### config.mk
export PLATFORM = sky130hd
export DESIGN_NAME = tser_top
export DESIGN_NICKNAME = d
export VERILOG_FILES = /design/src/tser_pkg.sv /design/src/tser_group.sv /design/src/tser_top.sv
export SDC_FILE = /design/constraint.sdc
export NUM_CORES = 1
export LEC_CHECK = 0
export BUFFER_PORTS_ARGS = -buffer_cell sky130_fd_sc_hd__buf_2
export CAP_MARGIN = 10
export CORE_ASPECT_RATIO = 0.9
export CORE_MARGIN = 1.5
export CORE_UTILIZATION = 40
export CTS_CLUSTER_DIAMETER = 100
export CTS_CLUSTER_SIZE = 12
export DETAILED_ROUTE_END_ITERATION = 12
export PLACE_DENSITY = 0.6
export SETUP_SLACK_MARGIN = 0.15
export SLEW_MARGIN = 5
export SYNTH_ARGS = -nofsm -noshare
export SYNTH_HDL_FRONTEND = slang
export SYNTH_HIERARCHICAL = 1
export SYNTH_SLANG_ARGS = --single-unit
### constraint.sdc
create_clock -name core_clk_i -period 13.3 [get_ports core_clk_i]
set_clock_uncertainty 0.1 [all_clocks]
set_input_delay 2.66 -clock core_clk_i [delete_from_list [all_inputs] [get_ports core_clk_i]]
set_output_delay 2.66 -clock core_clk_i [all_outputs]
set_load 0.02 [all_outputs]
### src/tser_pkg.sv
// Summary of operation
// - hw/testfn event query returns held events, then clears that event register.
// - clear-status, device-clear and reset clear every event register.
// - group summary is OR of events gated by writable, readable enable mask.
// - rising filter bits make a 0-to-1 status change set the event bit.
// - falling filter bits make a 1-to-0 status change set the event bit.
// - OR of enabled status byte bits going from false to true raises service request.
// - serial poll returns status byte, then clears request-service bit.
// - state query returns live status and changes nothing.
// - hw bit1 clock out of sync, bit2 drivers active, bit3 clock running.
// - hw bit4 sequencer armed or active unfinished; bit5 sequencer running.
// - testfn bit1 set when the last test failed.
// - syntax error flags command error, discards data until terminator.
// - range, restriction or state conflict raises execution error.
// - partial pin failure still applies command to passing pins.
// - state conflict alters state and flags autocorrection.
// - command, execution, autocorrection errors set own event status flags.
// - ten-entry error queue; overflow overwrites newest slot with overflow code.
// - error queue emptied on read, clear-status and device-clear.
// - queue entry holds error code, command token or zero, pin list.
// - self-test reports held as major/minor pairs; status byte bit 7 while pending.
// - after end-or-identify byte, hold handshake until pending data processed.
// - status byte bit0 hw, bit1 testfn, bit5 standard event, bit6 request.
// - event status bit5 command, bit4 execution, bit3 autocorrection.
// - event bits stay set until their register is cleared.
package tser_pkg;
   localparam int TSER_QDEPTH = 10;
   localparam int TSER_QPTR_W = 4;
   localparam logic [7:0] TSER_RST8 = 8'h00;
   localparam logic [7:0] TSER_OVF_CODE = 8'hff;
   localparam int TSER_HW_SYNC = 1;
   localparam int TSER_HW_DRV = 2;
   localparam int TSER_HW_CLK = 3;
   localparam int TSER_HW_BUSY = 4;
   localparam int TSER_HW_RUN = 5;
   localparam int TSER_TF_FAIL = 1;
   localparam int TSER_SB_HW = 0;
   localparam int TSER_SB_TF = 1;
   localparam int TSER_SB_MAV = 4;
   localparam int TSER_SB_ESB = 5;
   localparam int TSER_SB_RQS = 6;
   localparam int TSER_SB_SELF = 7;
   localparam int TSER_ES_CME = 5;
   localparam int TSER_ES_EXE = 4;
   localparam int TSER_ES_ATC = 3;
   typedef struct packed {
      logic [7:0] code;
      logic [7:0] token;
      logic [15:0] pins;
   } tser_err_s;
   typedef struct packed {
      logic [7:0] major;
      logic [7:0] minor;
   } tser_self_s;
   typedef enum logic [1:0] {TSER_W_EN, TSER_W_RS, TSER_W_FL} tser_wsel_e;
endpackage

### src/tser_group.sv
`timescale 1ns/1ps
module tser_group
   import tser_pkg::*;
(
   // clock, reset, enable
   input wire logic core_clk_i,
   input wire logic reset_i,
   input wire logic ce_i,
   // live status and clears
   input wire logic [7:0] state_i,
   input wire logic clear_all_i,
   // command port
   input wire logic wr_i,
   input wire tser_wsel_e wsel_i,
   input wire logic [7:0] wdata_i,
   input wire logic evq_i,
   // readback
   output logic [7:0] event_o,
   output logic [7:0] enable_o,
   output logic [7:0] rise_o,
   output logic [7:0] fall_o,
   output logic summary_o
);
   logic [7:0] prev_reg, prev_next, ev_reg, ev_next, en_reg, en_next, rs_reg, rs_next, fl_reg, fl_next;
   logic [7:0] strobe;
   // one-cycle transition strobe against last sample
   assign strobe = (rs_reg & state_i & ~prev_reg) | (fl_reg & ~state_i & prev_reg);
   // next values: sticky events, set beats clear
   always_comb begin
      prev_next = state_i;
      ev_next = ev_reg;
      if (evq_i || clear_all_i) begin
         ev_next = TSER_RST8;
      end
      ev_next = ev_next | strobe;
      en_next = en_reg;
      rs_next = rs_reg;
      fl_next = fl_reg;
      if (wr_i) begin
         case (wsel_i)
            TSER_W_EN: en_next = wdata_i;
            TSER_W_RS: rs_next = wdata_i;
            TSER_W_FL: fl_next = wdata_i;
            default: en_next = en_reg;
         endcase
      end
   end
   // register update
   always_ff @(posedge core_clk_i or posedge reset_i) begin
      if (reset_i) begin
         prev_reg <= TSER_RST8;
         ev_reg <= TSER_RST8;
         en_reg <= TSER_RST8;
         rs_reg <= TSER_RST8;
         fl_reg <= TSER_RST8;
      end else if (ce_i) begin
         prev_reg <= prev_next;
         ev_reg <= ev_next;
         en_reg <= en_next;
         rs_reg <= rs_next;
         fl_reg <= fl_next;
      end
   end
   assign event_o = ev_reg;
   assign enable_o = en_reg;
   assign rise_o = rs_reg;
   assign fall_o = fl_reg;
   assign summary_o = |(ev_reg & en_reg);

   a_event_sticky: assert property (@(posedge core_clk_i) disable iff (reset_i)
      ce_i && !evq_i && !clear_all_i && |ev_reg |=> (ev_reg & $past(ev_reg)) == $past(ev_reg))
      else $error("event bit lost");
   a_rise_sets: assert property (@(posedge core_clk_i) disable iff (reset_i)
      ce_i && |(rs_reg & state_i & ~prev_reg) |=> |(ev_reg & $past(rs_reg & state_i & ~prev_reg)))
      else $error("rising edge not captured");
   a_fall_sets: assert property (@(posedge core_clk_i) disable iff (reset_i)
      ce_i && |(fl_reg & ~state_i & prev_reg) |=> |(ev_reg & $past(fl_reg & ~state_i & prev_reg)))
      else $error("falling edge not captured");
   a_query_clears: assert property (@(posedge core_clk_i) disable iff (reset_i)
      ce_i && evq_i && strobe == 8'h00 |=> ev_reg == 8'h00)
      else $error("event query did not clear");
   a_summary_or: assert property (@(posedge core_clk_i) disable iff (reset_i)
      ce_i && !evq_i && !clear_all_i && !wr_i && |(strobe & en_reg) |=> summary_o)
      else $error("summary not raised by enabled event");
   c_rise_event: cover property (@(posedge core_clk_i) disable iff (reset_i) ce_i && |(strobe & rs_reg));
endmodule

### src/tser_top.sv
`timescale 1ns/1ps
module tser_top
   import tser_pkg::*;
(
   // clock, reset, enable
   input wire logic core_clk_i,
   input wire logic reset_i,
   input wire logic ce_i,
   // hardware and test state pins (asynchronous)
   input wire logic clk_out_of_sync_i,
   input wire logic drivers_active_i,
   input wire logic clock_running_i,
   input wire logic seq_armed_i,
   input wire logic seq_running_i,
   input wire logic test_done_i,
   input wire logic last_test_failed_i,
   // command decode strobes
   input wire logic clear_status_i,
   input wire logic device_clear_i,
   input wire logic hw_wr_i,
   input wire logic tf_wr_i,
   input wire tser_wsel_e wsel_i,
   input wire logic [7:0] wdata_i,
   input wire logic sre_wr_i,
   input wire logic ese_wr_i,
   input wire logic hw_event_query_i,
   input wire logic testfn_event_query_i,
   input wire logic serial_poll_i,
   input wire logic message_avail_i,
   // parser error reports
   input wire logic syntax_err_i,
   input wire logic exec_err_i,
   input wire logic autocorr_i,
   input wire tser_err_s err_i,
   input wire logic terminator_i,
   // error queue read
   input wire logic error_queue_query_i,
   input wire logic err_pop_i,
   // self-test reports
   input wire logic self_push_i,
   input wire tser_self_s self_i,
   input wire logic self_pop_i,
   // bus handshake
   input wire logic byte_valid_i,
   input wire logic byte_eoi_i,
   input wire logic pending_empty_i,
   // readback
   output logic [7:0] hw_state_o,
   output logic [7:0] testfn_state_o,
   output logic [7:0] hw_event_o,
   output logic [7:0] hw_enable_o,
   output logic [7:0] hw_rise_o,
   output logic [7:0] hw_fall_o,
   output logic [7:0] testfn_event_o,
   output logic [7:0] testfn_enable_o,
   output logic [7:0] testfn_rise_o,
   output logic [7:0] testfn_fall_o,
   output logic [7:0] status_byte_o,
   output logic [7:0] event_status_o,
   output logic [7:0] sre_o,
   output logic [7:0] ese_o,
   output logic srq_o,
   output logic discard_o,
   output logic handshake_hold_o,
   output tser_err_s err_head_o,
   output logic err_valid_o,
   output tser_self_s self_o,
   output logic self_valid_o
);
   logic [7:0] sync1_reg, sync2_reg, raw, hw_reg, hw_next, tf_reg, tf_next;
   logic clr_all, hw_sum, tf_sum, esb, mss;
   logic [7:0] es_reg, es_next, sre_reg, sre_next, ese_reg, ese_next, sb_base;
   logic rqs_reg, rqs_next, mss_reg, disc_reg, disc_next, hold_reg, hold_next;
   tser_err_s q_mem [TSER_QDEPTH];
   logic [TSER_QPTR_W-1:0] q_cnt_reg, q_cnt_next;
   tser_self_s self_reg, self_next;
   logic self_v_reg, self_v_next;
   logic [7:0] hw_ev, hw_en, tf_ev, tf_en;
   logic err_any;

   assign clr_all = clear_status_i || device_clear_i;
   // raw pins only, no logic ahead of the synchroniser; bit0 carries test done
   assign raw = {1'b0, 1'b0, seq_running_i, seq_armed_i, clock_running_i, drivers_active_i, clk_out_of_sync_i,
                 test_done_i};
   // live state after two-stage synchroniser; busy is armed or running, not finished
   always_comb begin
      hw_next = {2'b00, sync2_reg[5], (sync2_reg[4] || sync2_reg[5]) && !sync2_reg[0], sync2_reg[3:1],
                 1'b0};
      tf_next = {6'h00, sync2_reg[7], 1'b0};
   end
   always_ff @(posedge core_clk_i or posedge reset_i) begin
      if (reset_i) begin
         sync1_reg <= TSER_RST8;
         sync2_reg <= TSER_RST8;
         hw_reg <= TSER_RST8;
         tf_reg <= TSER_RST8;
      end else if (ce_i) begin
         sync1_reg <= {last_test_failed_i, raw[6:0]};
         sync2_reg <= sync1_reg;
         hw_reg <= hw_next;
         tf_reg <= tf_next;
      end
   end
   assign hw_state_o = hw_reg;
   assign testfn_state_o = tf_reg;

   // two identical status groups
   tser_group u_hw (.core_clk_i(core_clk_i), .reset_i(reset_i), .ce_i(ce_i), .state_i(hw_reg),
      .clear_all_i(clr_all), .wr_i(hw_wr_i), .wsel_i(wsel_i), .wdata_i(wdata_i), .evq_i(hw_event_query_i),
      .event_o(hw_ev), .enable_o(hw_en), .rise_o(hw_rise_o), .fall_o(hw_fall_o), .summary_o(hw_sum));
   tser_group u_tf (.core_clk_i(core_clk_i), .reset_i(reset_i), .ce_i(ce_i), .state_i(tf_reg),
      .clear_all_i(clr_all), .wr_i(tf_wr_i), .wsel_i(wsel_i), .wdata_i(wdata_i), .evq_i(testfn_event_query_i),
      .event_o(tf_ev), .enable_o(tf_en), .rise_o(testfn_rise_o), .fall_o(testfn_fall_o), .summary_o(tf_sum));
   assign hw_event_o = hw_ev;
   assign hw_enable_o = hw_en;
   assign testfn_event_o = tf_ev;
   assign testfn_enable_o = tf_en;

   // status byte, summaries, service request
   assign esb = |(es_reg & ese_reg);
   always_comb begin
      sb_base = TSER_RST8;
      sb_base[TSER_SB_HW] = hw_sum;
      sb_base[TSER_SB_TF] = tf_sum;
      sb_base[TSER_SB_MAV] = message_avail_i;
      sb_base[TSER_SB_ESB] = esb;
      sb_base[TSER_SB_SELF] = self_v_reg;
   end
   assign mss = |(sb_base & sre_reg);
   assign err_any = syntax_err_i || exec_err_i || autocorr_i;
   always_comb begin
      es_next = clr_all ? TSER_RST8 : es_reg;
      es_next[TSER_ES_CME] = es_next[TSER_ES_CME] | syntax_err_i;
      es_next[TSER_ES_EXE] = es_next[TSER_ES_EXE] | exec_err_i;
      es_next[TSER_ES_ATC] = es_next[TSER_ES_ATC] | autocorr_i;
      sre_next = sre_wr_i ? wdata_i : sre_reg;
      ese_next = ese_wr_i ? wdata_i : ese_reg;
      rqs_next = rqs_reg;
      if (serial_poll_i) begin
         rqs_next = 1'b0;
      end
      if (mss && !mss_reg) begin
         rqs_next = 1'b1;
      end
      disc_next = disc_reg;
      if (terminator_i) begin
         disc_next = 1'b0;
      end
      if (syntax_err_i) begin
         disc_next = 1'b1;
      end
      hold_next = hold_reg;
      if (hold_reg && pending_empty_i) begin
         hold_next = 1'b0;
      end
      if (byte_valid_i && byte_eoi_i) begin
         hold_next = 1'b1;
      end
   end
   always_ff @(posedge core_clk_i or posedge reset_i) begin
      if (reset_i) begin
         es_reg <= TSER_RST8;
         sre_reg <= TSER_RST8;
         ese_reg <= TSER_RST8;
         rqs_reg <= 1'b0;
         mss_reg <= 1'b0;
         disc_reg <= 1'b0;
         hold_reg <= 1'b0;
      end else if (ce_i) begin
         es_reg <= es_next;
         sre_reg <= sre_next;
         ese_reg <= ese_next;
         rqs_reg <= rqs_next;
         mss_reg <= mss;
         disc_reg <= disc_next;
         hold_reg <= hold_next;
      end
   end
   assign status_byte_o = sb_base | {1'b0, rqs_reg, 6'h00};
   assign event_status_o = es_reg;
   assign sre_o = sre_reg;
   assign ese_o = ese_reg;
   assign srq_o = rqs_reg;
   assign discard_o = disc_reg || syntax_err_i;
   assign handshake_hold_o = hold_reg;

   // error queue: head at slot 0, shifts on pop, newest slot overwritten on overflow
   always_comb begin
      q_cnt_next = q_cnt_reg;
      if (err_pop_i && q_cnt_reg != '0) begin
         q_cnt_next = q_cnt_reg - 4'h1;
      end
      if (err_any && q_cnt_next < 4'(TSER_QDEPTH)) begin
         q_cnt_next = q_cnt_next + 4'h1;
      end
      if (error_queue_query_i || clr_all) begin
         q_cnt_next = '0;
      end
   end
   always_ff @(posedge core_clk_i) begin
      if (ce_i && !error_queue_query_i && !clr_all) begin
         if (err_pop_i && q_cnt_reg != '0) begin
            for (int i = 0; i < TSER_QDEPTH - 1; i++) begin
               q_mem[i] <= q_mem[i+1];
            end
         end
         if (err_any) begin
            // full with no pop in the same cycle: newest slot takes the overflow mark
            if (q_cnt_reg == 4'(TSER_QDEPTH) && !err_pop_i) begin
               q_mem[TSER_QDEPTH-1] <= '{code: TSER_OVF_CODE, token: 8'h00, pins: 16'h0000};
            end else begin
               q_mem[q_cnt_next - 4'h1] <= err_i;
            end
         end
      end
   end
   always_ff @(posedge core_clk_i or posedge reset_i) begin
      if (reset_i) begin
         q_cnt_reg <= '0;
      end else if (ce_i) begin
         q_cnt_reg <= q_cnt_next;
      end
   end
   assign err_valid_o = q_cnt_reg != '0;
   assign err_head_o = err_valid_o ? q_mem[0] : '0;

   // self-test report holder
   always_comb begin
      self_next = self_reg;
      self_v_next = self_v_reg;
      if (self_pop_i) begin
         self_v_next = 1'b0;
      end
      if (self_push_i) begin
         self_next = self_i;
         self_v_next = 1'b1;
      end
   end
   always_ff @(posedge core_clk_i or posedge reset_i) begin
      if (reset_i) begin
         self_reg <= '0;
         self_v_reg <= 1'b0;
      end else if (ce_i) begin
         self_reg <= self_next;
         self_v_reg <= self_v_next;
      end
   end
   assign self_o = self_reg;
   assign self_valid_o = self_v_reg;

   a_srq_raise: assert property (@(posedge core_clk_i) disable iff (reset_i)
      ce_i && mss && !mss_reg |=> srq_o)
      else $error("service request missing");
   a_poll_clears: assert property (@(posedge core_clk_i) disable iff (reset_i)
      ce_i && serial_poll_i && !(mss && !mss_reg) |=> !srq_o)
      else $error("poll did not clear request");
   a_cme_flag: assert property (@(posedge core_clk_i) disable iff (reset_i)
      ce_i && syntax_err_i |=> event_status_o[TSER_ES_CME] && discard_o)
      else $error("command error not flagged");
   a_hold_eoi: assert property (@(posedge core_clk_i) disable iff (reset_i)
      ce_i && byte_valid_i && byte_eoi_i |=> handshake_hold_o)
      else $error("holdoff missing");
   a_queue_cap: assert property (@(posedge core_clk_i) disable iff (reset_i)
      q_cnt_reg <= 4'(TSER_QDEPTH))
      else $error("queue over depth");
   a_clr_empties: assert property (@(posedge core_clk_i) disable iff (reset_i)
      ce_i && clr_all && !err_any |=> !err_valid_o && event_status_o == 8'h00 && hw_event_o == $past(u_hw.strobe))
      else $error("clear incomplete");
   c_srq: cover property (@(posedge core_clk_i) srq_o ##1 serial_poll_i);
   c_overflow: cover property (@(posedge core_clk_i) q_cnt_reg == 4'(TSER_QDEPTH) && err_any);
   c_hold: cover property (@(posedge core_clk_i) handshake_hold_o ##1 !handshake_hold_o);
endmodule

==> impl.org, run 1 <==
** Timing
- Timing would allow up to between 100 and 150 MHz.
- In the final timing run, aggregate negative setup slack is 0 ps.
- Setup repair after global routing left no endpoint under its margin.
- Across all hold checks on the routed design, the worst slack comes to around 400 ps.
- For the pin with the worst max-slew slack, the measured transition is 1170 ps.
- Of the available clock period, the critical path in the final layout requires 0.507.
- Headroom to the max-slew limit :: 0.216
- Setup ws final :: 6560 ps
- The clock period could shrink to around 6700 ps.
- The number of pins with negative max-slew slack in the final report came to 0.
- Setup Viol. Count Final :: 0
- Number of hold violations in the final report :: 0

** Clock tree
- Number of buffers added by the clock tree synthesis step :: 45
- The number of setup buffers added after CTS is 0.
- The root buffer cell chosen for the clock tree is clkbuf_16.
- Maximum buffer depth of the clock tree :: 3
- Number of hold buffers added after CTS :: 0
- TritonCTS built the clock tree.
- After clock tree synthesis, the clock-pin slew on the worst setup and hold paths is around 60 ps.
- Clk sinks :: ~460
- The H-tree was split into 2 levels.
- PostCTS Resize Cnt :: 0
- For the worst-skew pair, the clock arrives at the later sink with an insertion delay of approximately 550 ps.

** Yosys
- The synthesized design spends more area on one cell type than any other, namely edfxtp_1.
- The synthesized design contains approximately 460 register bits.
- Biggest area contributors in the synthesized netlist :: edfxtp_1 48%, dfrtp_1 18%, mux2_2 13%, mux2_4 3.4%, nand2_1 3.0%
- In this run, synthesis inferred 320 flip-flops with an integrated enable.
- The most used flip-flop cell after synthesis is edfxtp_1.
- A synthesized cell averages approximately 15 µm².
- During synthesis, Yosys emitted a total of 6 warnings.
- Post-synth design cell area :: 20,100 µm²
- Fraction of post-synthesis cell area in the top cell type by area :: 0.477
- After synthesis, the share of flip-flops with an asynchronous set or reset is 0.310.
- Proportion of synthesized chip area in sequential cells :: 0.656
- Synth cell types :: 62
- After technology mapping, the gate count stands at between 1k and 1.5k.

** Worst setup path
- The critical path in this run is classified as input pin to register.
- Crit path DAT :: slightly below 7000 ps
- STA classifies the critical path endpoint as a register.
- Worst Reg-to-Reg Cells :: 14
- Critical path peak fanout :: between 60 and 70
- Setup slack on the worst reg-to-reg path comes out at 7600 ps.
- Critical path launch point type :: input pin
- For the worst setup path, the data required time is around 13,000 ps.

** Route
- Summed over all layers, the routed wires come to 48,300 µm.
- Using the TritonRoute via totals, the vias-per-cell ratio works out to about 5.2.
- Initial DRT Pass Iterations :: 5
- After detailed routing, the average wire length per cell comes to 20.7 µm.
- For this block, the initial DRC count from the detailed router was between 800 and 900.
- Vias :: 12.1k
- Drt drc :: 0
- The count of nets left with antenna violations once routing finished came out at 0.

** Pwr
- Share of power burned in combinational logic :: 0.124
- For this design the static power due to leakage is around 9.4 nW.
- Sw Ratio :: 0.261
- The share of total power dissipated in the clock network is 0.354.
- Peak supply drop :: between 80 and 90 µV
- Internal Power :: ~0.0024 W
- Power spread over the standard cell area amounts to ~140 nW/µm².
- Sw power :: 0.000843 W
- Share of power burned in registers :: 0.522

** Run status
- The run finished with clean final reports.

** Die
- In this run the standard cell core region covers about 50,000 µm².
- From bottom edge to top edge, the die measures ~220 µm.
- Pin placement for this block handled between 200 and 300 I/O pins.
- From left edge to right edge, the die measures between 200 and 250 µm.
- Initial core utilization :: 0.408
- Die area :: slightly above 50,000 µm²
- The floorplan has a little under 80 rows.

** Place
- Pre-CTS setup slack :: 5990 ps
- Once detailed placement completed, the half-perimeter wirelength came to about 31,000 µm.
- Count of buffers inserted at the top-level ports :: roughly 240
- The congestion estimate from routability-driven global placement came to ~0.84.

** Hold path
- Class of the worst hold path :: register to register
- Cell count of the worst hold path :: 1

** Cells and area
- Final net count :: between 1.5k and 2k
- Antenna diode instance count :: 0
- The register with the most flip-flops in the layout has 320 of them.
- From synthesis to final layout, the design area changed by 15.3%.
- Biggest register :: q_mem
- Most frequent cells in the layout :: 320 x edfxtp_1, 236 x mux2_2, 235 x buf_2
- Fraction of layout cells with a size suffix above 1 :: 0.370
- Most frequent standard cell in the layout excluding fill and tap cells :: edfxtp_1

** GRT
- The via count of the first global-routing pass came to 12.1k.
- The first global-routing pass estimated around 74,000 µm of wire.
- In the global route stage, overall resource usage came out at 0.187.
- Grt total ovfl :: 0
- Entering global routing, the biggest net connects 66 pins.
- The number of antenna violations at the first check in global routing was 0.

** Run
- Max_cap viols :: 0
power groups by stage:
stage          Clock (W)  Combinational (W)  Sequential, W
2_1_floorplan          0           0.000184        0.00177
3_3_place_gp           0           0.000398        0.00171
3_5_place_dp           0           0.000402        0.00172
4_1_cts          0.00118           0.000403        0.00169
5_1_grt          0.00123           0.000427        0.00170
6_report         0.00115           0.000400        0.00169
per-layer routing:
layer / global-route usage / up-vias / routed length, µm / part of all wire
li1: - / 5541 / - / -
met1: 0.269 / 6228 / 22800 / 0.47
met2: 0.293 / 296 / 22200 / 0.46
met3: 0.0342 / 60 / 2370 / 0.049
met4: 0.0447 / 0 / 851 / 0.018
met5: 0 / - / 0 / 0
critical path, cell delays in order:
cell	delay (ps)
buf_2	210
nor4b_2	260
mux2i_1	580
a41oi_1	110
mux2i_1	280
o21a_1	320
inv_2	160
ha_1	290
xnor2_1	420
nand4b_1	180
buf_4	510
nand2_1	390
buf_4	400
cell usage after synthesis (18+ instances only):
master,count
mux2_2,236
dfrtp_1,144
buf_4,25
edfxtp_1,320
nand2_1,163
nand4b_1,33
o211ai_1,18
nor2_1,26
clkbuf_1,28
buf_2,26
o21ai_0,116
mux2_4,45
inv_1,56
and2_1,34
final cells by class:
cell class / count / area [µm²]
Timing Repair Buffer: 255 / 1330
Tap cell: 671 / 840
Multi-Input combinational cell: 822 / 6420
Inverter: 57 / 214
Sequential cell: 464 / 13200
Clock buffer: 60 / 1180
Fill cell: 4403 / 26200
Clock inverter: 4 / 35.0
per-stage QoR:
step	power, W	util	cells	area (µm²)
final	0.00323	0.470	2333	23200
after global routing	0.00336	0.470	2333	23200
after CTS	0.00327	0.470	2333	23200
after detailed placement	0.00212	0.445	2269	22000
after global placement	0.00211	0.445	2269	22000
after floorplan	0.00196	-	1432	20300
cell families after synthesis:
family                   after synthesis  synth area share
flip-flops                           464             0.656
other                                  1          0.000186
AO/OA/AOI/OAI                        183            0.0557
adder cells (fa/ha/maj)                4           0.00248
AND/OR/NAND/NOR                      298            0.0788
buffers and inverters                146            0.0368
multiplexers                         289             0.170
XOR/XNOR                               1          0.000435
path summary, 6_finish.rpt:
kind | from | endpoint
max in group asynchronous | reset_i | sync1_reg[7]$_DFFE_PP0P_
hold / removal | disc_reg$_DFFE_PP0P_ | disc_reg$_DFFE_PP0P_
min in group asynchronous | reset_i | u_hw/enable_o[4]$_DFFE_PP0P_
setup / recovery | err_pop_i | q_mem[6][12]$_DFFE_PP_
hold reg to reg | disc_reg$_DFFE_PP0P_ | disc_reg$_DFFE_PP0P_
setup reg to reg | q_cnt_reg[1]$_DFFE_PP0P_ | q_mem[6][12]$_DFFE_PP_
Note: power is estimated with default switching activity, not from simulation.
==> inputs of run 2 (changes only) <==
ABC_AREA = 1   (was not set)
PLACE_DENSITY = 0.61   (was 0.6)
clock period = 6.1 ns   (was 13.3 ns; I/O delays follow)
==> run 2 against run 1 <==
Compared with the run above: design area up 6.1%; sequential power increased by 110%; flip-flop and latch count unchanged; final cell count is 36% higher; worst setup slack got worse by 5200 ps; die area up 8.2%; core utilization decreased by 1.4 points; via count grew 36%; register-to-register slack got worse by 6300 ps; sequential share of layout area fell by 3.3 points; routed wire length up 15%; synthesized area grew 8.3%; critical path type unchanged; largest cell class unchanged; largest power group unchanged.
==> impl.org, run 2 <==
** Timing
- Max-slew violation count :: 0
- Post-layout minimum cycle time :: ~4800 ps
- Number of hold violations in the final report :: 0
- For the pin with the worst max-slew slack, the measured transition is approximately 1100 ps.
- Sum of negative setup slack :: 0 ps
- FMAX :: 209 MHz
- Headroom to the max-slew limit :: 0.253
- In the finished design, the share of the clock period the worst path needs comes to 0.784.
- Setup violations remaining at the end of the flow were counted as 0.
- RSZ-0062 raised after global routing :: false
- Worst hold margin :: 362 ps

** Worst setup path
- Register-to-Register Setup Slack :: 1320 ps
- In this design, the stage delay of the slowest critical-path cell is 780 ps.
- The worst setup path is launched from an input pin.
- In this run the critical register-to-register path is captured at q_mem[7][25]$_DFFE_PP_.
- CP bufs+invs :: 4
- The worst register-to-register path begins at q_cnt_reg[0]$_DFFE_PP0P_.
- The setup path with the least slack is of type input pin to register.
- Along the worst path, the maximum fanout reaches 34.
- Data on the critical path arrives at its endpoint at roughly 5000 ps.
- STA classifies the critical path endpoint as a register.
- The kind of cell with the highest combined delay along the critical path is simple AND/OR/NAND/NOR gates.
- Highest-delay cell along the critical path :: nand2_1
- Measured in cells, the most critical reg-to-reg path has a length of 17.
- Critical path, cell by cell :: buf_2 > nor2_2 > inv_2 > or2_1 > nor2_1 > nand2_1 > nor2_4 > inv_2 > a21oi_4 > nand4_4 > nand2_1 > buf_12
- For the worst setup path, the data required time is between 6000 and 7000 ps.

** Route
- Initial DRT Pass Iterations :: 5
- Starting DRC count in detailed routing :: 1,666
- In the final routed layout, each cell accounts on average for roughly 17 µm.
- Summed over all layers, the routed wires come to roughly 56,000 µm.
- Using the TritonRoute via totals, the vias-per-cell ratio works out to approximately 5.2.
- Drt drc :: 0
- Post-DRT Antenna Nets :: 0
- Vias :: 16.5k

** Yosys
- Post-synth design cell area :: between 20,000 and 25,000 µm²
- Mean post-synth cell area :: between 9 and 10 µm²
- FFs w/ async S/R, synth :: 0.310
- The commonest cells after synthesis are 903 x nand2_1, 320 x edfxtp_1, 292 x nand4_1.
- Proportion of synthesized chip area in sequential cells :: 0.606
- After synthesis, the cell types taking the most area are edfxtp_1 44%, dfrtp_1 17%, nand2_1 16%, nand4_1 8.4%, inv_1 2.1%.
- Number of synthesized flops with an enable pin :: 320
- Most instantiated flip-flop cell in the synthesis netlist :: edfxtp_1
- In this run, distinct cell masters in the synthesized netlist total 38.
- Number of synthesized register bits :: approximately 460
- Of the post-synthesis cell area, the dominant cell type holds 0.440.
- By instance count, the leading cell after synthesis is nand2_1.
- Gate Count Post-Synth :: ~2.3k
- Area leader, netlist :: edfxtp_1
- Synth warnings :: 6

** Pwr
- Static Leak :: around 11 nW
- Peak supply drop :: 166 µV
- For this design the ratio of total power to cell area is 281 nW/µm².

** Clock tree
- The tree is rooted in a clkbuf_16.
- In this run the post-CTS setup repair buffer count came out at 0.
- TritonCTS built the clock tree.
- The number of clock buffers added by TritonCTS is 44.
- The H-tree generated during clock tree synthesis spans 2 levels.
- Clock-pin slew was measured on the worst setup and hold paths at approximately 60 ps.
- For this design, the CTS-stage hold fixing added 0 buffers.
- PostCTS Resize Cnt :: 0
- Clk sinks :: 464
- Maximum buffer depth of the clock tree :: 3
- Clock latency on the worst-skew pair, taken at its later pin, is 580 ps.

** GRT
- Entering global routing, the biggest net connects 95 pins.
- The via count of the first global-routing pass is 15.5k.
- The first global-routing pass estimated a little under 90,000 µm of wire.
- After global routing the overflow that remains totals 0.
- In the global route stage, overall resource usage came out at 0.196.
- Number of antenna violations at the first check in global routing :: 1

** Hold path
- The path with the worst hold slack has its endpoint at srq_o$_DFFE_PP0P_.
- In this run the most critical hold path is launched from mss_reg$_DFFE_PP0P_.
- Class of the worst hold path :: register to register
- Cell count of the worst hold path :: 1

** Die
- Die span in y :: 225 µm
- I/O Pins :: about 250
- Die area :: roughly 56,000 µm²
- The total area inside the core boundary comes to approximately 54,000 µm².
- The initial utilization of the core area, before any placement, comes to 0.403.
- The initialized floorplan defines about 80 standard-cell rows.
- Die X-Extent :: 249 µm

** Cells and area
- The area growth from synthesis to layout is 13.0%.
- In the final layout, the share of cells above drive strength 1 is 0.171.
- Flip-flop count of the largest register, all copies and words added :: 320
- Filler Cells Inserted :: ~5.1k
- More flip-flops sit in one register than any other, and that register is q_mem.
- Most frequent cells in the layout :: 903 x nand2_1, 320 x edfxtp_1, 292 x nand4_1
- Final net count :: ~2.6k
- The library cell used most frequently in the layout, excluding fill and tap cells, is nand2_1.

** Place
- Half-perimeter wire length of the detailed placement result :: 36,300 µm
- Weighted congestion reported at the end of routability-driven placement :: 0.899
- Count of buffers inserted at the top-level ports :: 236

** Run status
- The run finished with clean final reports.

** Run
- Max_cap viols :: 0
-- run 2: cell types whose count changed after synthesis, sizes merged, moves of 63 or more --
cell,delta
nand2,+753
mux2,-270
nand4,+293
nand3,+64
nor2,+92
buf,+63
inv,+79
-- run 2: layout make-up --
class | count | area (µm²) | area share
Sequential cell | 464 | 13200 | 0.536
Multi-Input combinational cell | 1541 | 7300 | 0.296
Timing Repair Buffer | 270 | 1510 | 0.0613
Clock buffer | 55 | 1210 | 0.0489
Tap cell | 705 | 882 | 0.0358
Inverter | 137 | 522 | 0.0212
Clock inverter | 1 | 16.3 | 0.000660
Antenna cell | 1 | 2.50 | 0.000101
-- run 2: worst max path at each step --
stage / cells past startpoint / from / end / slack (ps)
finish: 12 / device_clear_i / q_mem[7][25]$_DFFE_PP_ / 1320
detailed placement: 12 / device_clear_i / q_mem[7][25]$_DFFE_PP_ / 750
floorplan: 12 / device_clear_i / q_mem[9][0]$_DFFE_PP_ / 410
global placement: 12 / device_clear_i / q_mem[7][25]$_DFFE_PP_ / 850
global route: 17 / q_cnt_reg[0]$_DFFE_PP0P_ / q_mem[7][11]$_DFFE_PP_ / 990
CTS: 17 / q_cnt_reg[0]$_DFFE_PP0P_ / q_mem[7][25]$_DFFE_PP_ / 1330
-- run 2: kinds of logic after synthesis --
kind of cell,after synthesis,share of synthesized area
and+or+nand+nor,1415,0.300
DFF,464,0.606
buffers and inverters,314,0.0669
AOI/OAI and AO/OA,65,0.0162
muxes,16,0.00826
adders and majority gates,4,0.00229
other,1,0.000172
xor gates and xnor gates,1,0.000401
-- run 2: report_power, final --
group | switching (W) | internal [W] | total (W)
Sequential | 0.000133 | 0.00350 | 0.00363
Clock | 0.00113 | 0.00137 | 0.00250
Combinational | 0.000569 | 0.000238 | 0.000807
-- run 2: worst register-to-register path, delay by kind of cell, from the launching register on --
family	cells	cell delay, ps
adder cells (fa/ha/maj)	3	790
buffers and inverters	4	900
flip-flops	1	380
AND/OR/NAND/NOR	10	2310
-- run 2: metal layers --
metal | global-route usage | wire, µm | share of wire | vias to the layer above
li1 | - | - | - | 7996
met1 | 0.275 | 24800 | 0.45 | 7903
met2 | 0.313 | 25800 | 0.46 | 543
met3 | 0.0303 | 3540 | 0.064 | 92
met4 | 0.0586 | 1370 | 0.025 | 0
met5 | 0 | 0 | 0 | -
-- run 2: through the flow --
| stage | instances | worst slack, ps | total power (W) | instance area [µm²] | util |
|---|---|---|---|---|---|
| 4_1_cts | 3173 | 1330 | 0.00699 | 24700 | 0.456 |
| 6_report | 3174 | 1320 | 0.00694 | 24700 | 0.456 |
| 3_3_place_gp | 3117 | 846 | 0.00448 | 23400 | 0.433 |
| 5_1_grt | 3174 | 993 | 0.00719 | 24700 | 0.456 |
| 2_1_floorplan | 2319 | 414 | 0.00418 | 22000 | - |
| 3_5_place_dp | 3117 | 754 | 0.00450 | 23400 | 0.433 |
==> inputs of run 3 (changes only) <==
ABC_AREA = 0   (was 1)
PLACE_DENSITY = 0.62   (was 0.61)
clock period = 4.23 ns   (was 6.1 ns; I/O delays follow)
==> run 3 against run 2 <==
Compared with the run above: sequential share of layout area up 0.95 points; routed wire length is 8.5% lower; critical path depth rose by 4; clock power is 46% higher; combinational power up 62%; worst hold slack worse by 200 ps; first-iteration DRC count decreased by 46%; design area fell by 1.7%; register-to-register slack worse by 1000 ps; largest power group unchanged.
==> impl.org, run 3 (synthesized netlist as in run 1, its figures left out) <==
** Clock tree
- The clock passes through at most 3 buffers.
- H-tree levels :: 2
- Clock transition at the registers of the reported paths :: 70 ps
- For the worst-skew pair, the clock arrives at the later sink with an insertion delay of 580 ps.
- Number of buffers added by the clock tree synthesis step :: 44
- Clk sinks :: about 460
- The number of hold buffers added after CTS was 0.
- CTS tree :: built
- Buffer type at the clock tree root :: clkbuf_16

** Route
- Final routed wire length divided by cell count :: 21.2 µm
- Post-DRT Antenna Nets :: 0
- Starting DRC count in detailed routing :: approximately 900
- Drt drc :: 0
- Initial DRT Pass Iterations :: 5
- The final layout contains routed wiring with a total length of roughly 50,000 µm.
- For this block, the via count after detailed routing is approximately 12k.
- Post-DR vias/cell :: 5.19

** Hold path
- Class of the worst hold path :: input pin to asynchronous set/reset pin

** Worst setup path
- Delay-heaviest family, CP :: simple AND/OR/NAND/NOR gates
- The worst setup path is captured at a register.
- Critical path peak fanout :: 15
- Highest-delay cell along the critical path :: or3b_4
- By startpoint and endpoint, the worst setup path is classified as register to register.
- Most prevalent standard cell on the critical path :: ha_4
- Data on the critical path arrives at its endpoint at between 4000 and 5000 ps.
- Worst EP required :: around 4500 ps
- Crit-path max cell delay :: about 430 ps
- CP bufs+invs :: 4
- Critical path, cell by cell :: inv_2 > ha_4 > or3b_4 > a211oi_4 > inv_1 > ha_1 > o211ai_1 > nand2_1 > nand2_2 > ha_4 > inv_4 > o41ai_2 > o31ai_2 > nand3_4 > buf_12 > mux2_4
- The worst setup path is launched from a register.

** Pwr
- Share of power burned in registers :: 0.515
- Share of power burned in combinational logic :: 0.128
- Sw Ratio :: 0.260
- Dividing total power by cell area gives a power density of 424 nW/µm².
- The share of total power dissipated in the clock network is 0.357.
- Total power :: 0.0103 W
- In this run the static leakage power is about 9.8 nW.
- Internal Power :: about 0.0076 W
- The worst-case IR drop observed on VDD is around 260 µV.
- Sw power :: 0.00267 W

** Cells and area
- Excluding fillers, the count of instances in the completed layout stands at about 2.4k.
- Once layout is complete, the utilization of the core stands at 0.490.
- Ranked by flip-flop count, first place goes to q_mem.
- The library cell used most frequently in the layout, excluding fill and tap cells, is edfxtp_1.
- Most frequent cells in the layout :: 320 x edfxtp_1, 236 x mux2_2, 235 x buf_2
- In the final layout, the share of cells above drive strength 1 is 0.405.
- Layout Area Growth over Synthesis :: 20.3%
- The register with the most flip-flops in the layout has 320 of them.
- In the final design database the tool counted ~1.8k nets.

** GRT
- Vias in the first global route :: approximately 12k
- Number of antenna violations at the first check in global routing :: 8
- The first global-routing pass estimated about 77,000 µm of wire.
- Largest net degree at the start of global routing :: 58
- After global routing the overflow that remains totals 0.
- Overall track demand over capacity in global routing :: 0.196

** Die
- Initial core utilization :: 0.408
- Measured along the x axis, the die boundary spans roughly 240 µm.
- From bottom edge to top edge, the die measures 216 µm.
- The region available for standard cell placement spans slightly below 50,000 µm².
- Die area :: 51,700 µm²
- Standard-cell row count :: 77
- For this design the top-level I/O count stands at roughly 250.

** Timing
- Setup ws final :: about 280 ps
- Headroom to the max-slew limit :: 0.306
- Setup violations remaining at the end of the flow were counted as 0.
- Worst-Margin Slew :: between 1000 and 1500 ps
- For the final routed database, the setup TNS stands at 0 ps.
- Max-slew violation count :: 0
- Share of the clock period used by the worst path after layout :: 0.934
- Setup repair after global routing left no endpoint under its margin.
- FMAX :: 253 MHz
- Number of hold violations in the final report :: 0
- The worst path needs 3950 ps of the cycle, external delays included.

** Place
- Prior to clock tree synthesis, the placed netlist has a worst setup slack of 117 ps.
- The HPWL after detailed placement is ~33,000 µm.
- The congestion estimate from routability-driven global placement came to around 0.87.
- Number of cells in the design after placement :: about 2.3k
- Port buffering added ~240 buffers.

** Run
- Across the run, the number of max-cap violations was 0.

** Run status
- The run finished with clean final reports.
## run 3: cell types whose count changed in the layout (fill, tap and decap cells not counted), sizes merged, moves of 20 or more
| cell | before | now |
|---|---|---|
| and2 | 0 | 34 |
| o21ai | 59 | 118 |
| o211ai | 0 | 20 |
| buf | 270 | 314 |
| nand4 | 300 | 7 |
| nand2 | 916 | 163 |
| nand4b | 0 | 37 |
| nor2 | 118 | 26 |
| nand3 | 69 | 5 |
| mux2 | 16 | 286 |
| inv | 137 | 58 |
## run 3: final timing paths
kind	start	cells past startpoint	to	slack, ps
setup / recovery	q_cnt_reg[1]$_DFFE_PP0P_	16	q_mem[8][17]$_DFFE_PP_	280
min in group core_clk_i	sync1_reg[4]$_DFFE_PP0P_	1	sync2_reg[4]$_DFFE_PP0P_	390
max in group asynchronous	reset_i	3	self_o[0]$_DFFE_PP0P_	2750
hold / removal	reset_i	2	u_hw/prev_reg[6]$_DFFE_PP0P_	160
setup reg to reg	q_cnt_reg[1]$_DFFE_PP0P_	16	q_mem[8][17]$_DFFE_PP_	280
hold reg to reg	sync1_reg[4]$_DFFE_PP0P_	1	sync2_reg[4]$_DFFE_PP0P_	390
## run 3: layout make-up
type,instances,area [µm²]
timing repair buffer,318,2160
multi-input combinational,822,6550
inverter,57,216
sequential,464,13200
tap,671,840
clock inverter,2,50.0
clock buffer,61,1190
fill,4324,25200
antenna,4,10.0
## run 3: routing by layer
layer	vias up	track usage	routed length [µm]
met2	345	0.313	24200
met1	6362	0.279	23300
li1	5669	-	-
met5	-	0	43
met3	58	0.0292	2390
met4	6	0.0555	830
## run 3: per-stage QoR
step | hold WS [ps] | instance area, µm²
2_1_floorplan | 355 | 20400
3_3_place_gp | 376 | 22700
6_report | 165 | 24200
3_5_place_dp | 377 | 22700
5_1_grt | 188 | 24200
4_1_cts | 134 | 24000
## run 3: repair_timing
item / in CTS / in global routing
gates cloned: 1 / 4
pin swaps: 0 / 8
buffers inserted: 2 / 8
endpoints found under the setup margin: 146 / 511
resized for setup: 6 / 8
## run 3: power groups by stage
stage	registers (W)	clock network (W)	logic, W
after floorplan	0.00558	0	0.000587
after global placement	0.00537	0	0.00128
after detailed placement	0.00539	0	0.00130
after CTS	0.00529	0.00375	0.00130
after global routing	0.00532	0.00391	0.00141
final	0.00530	0.00366	0.00131
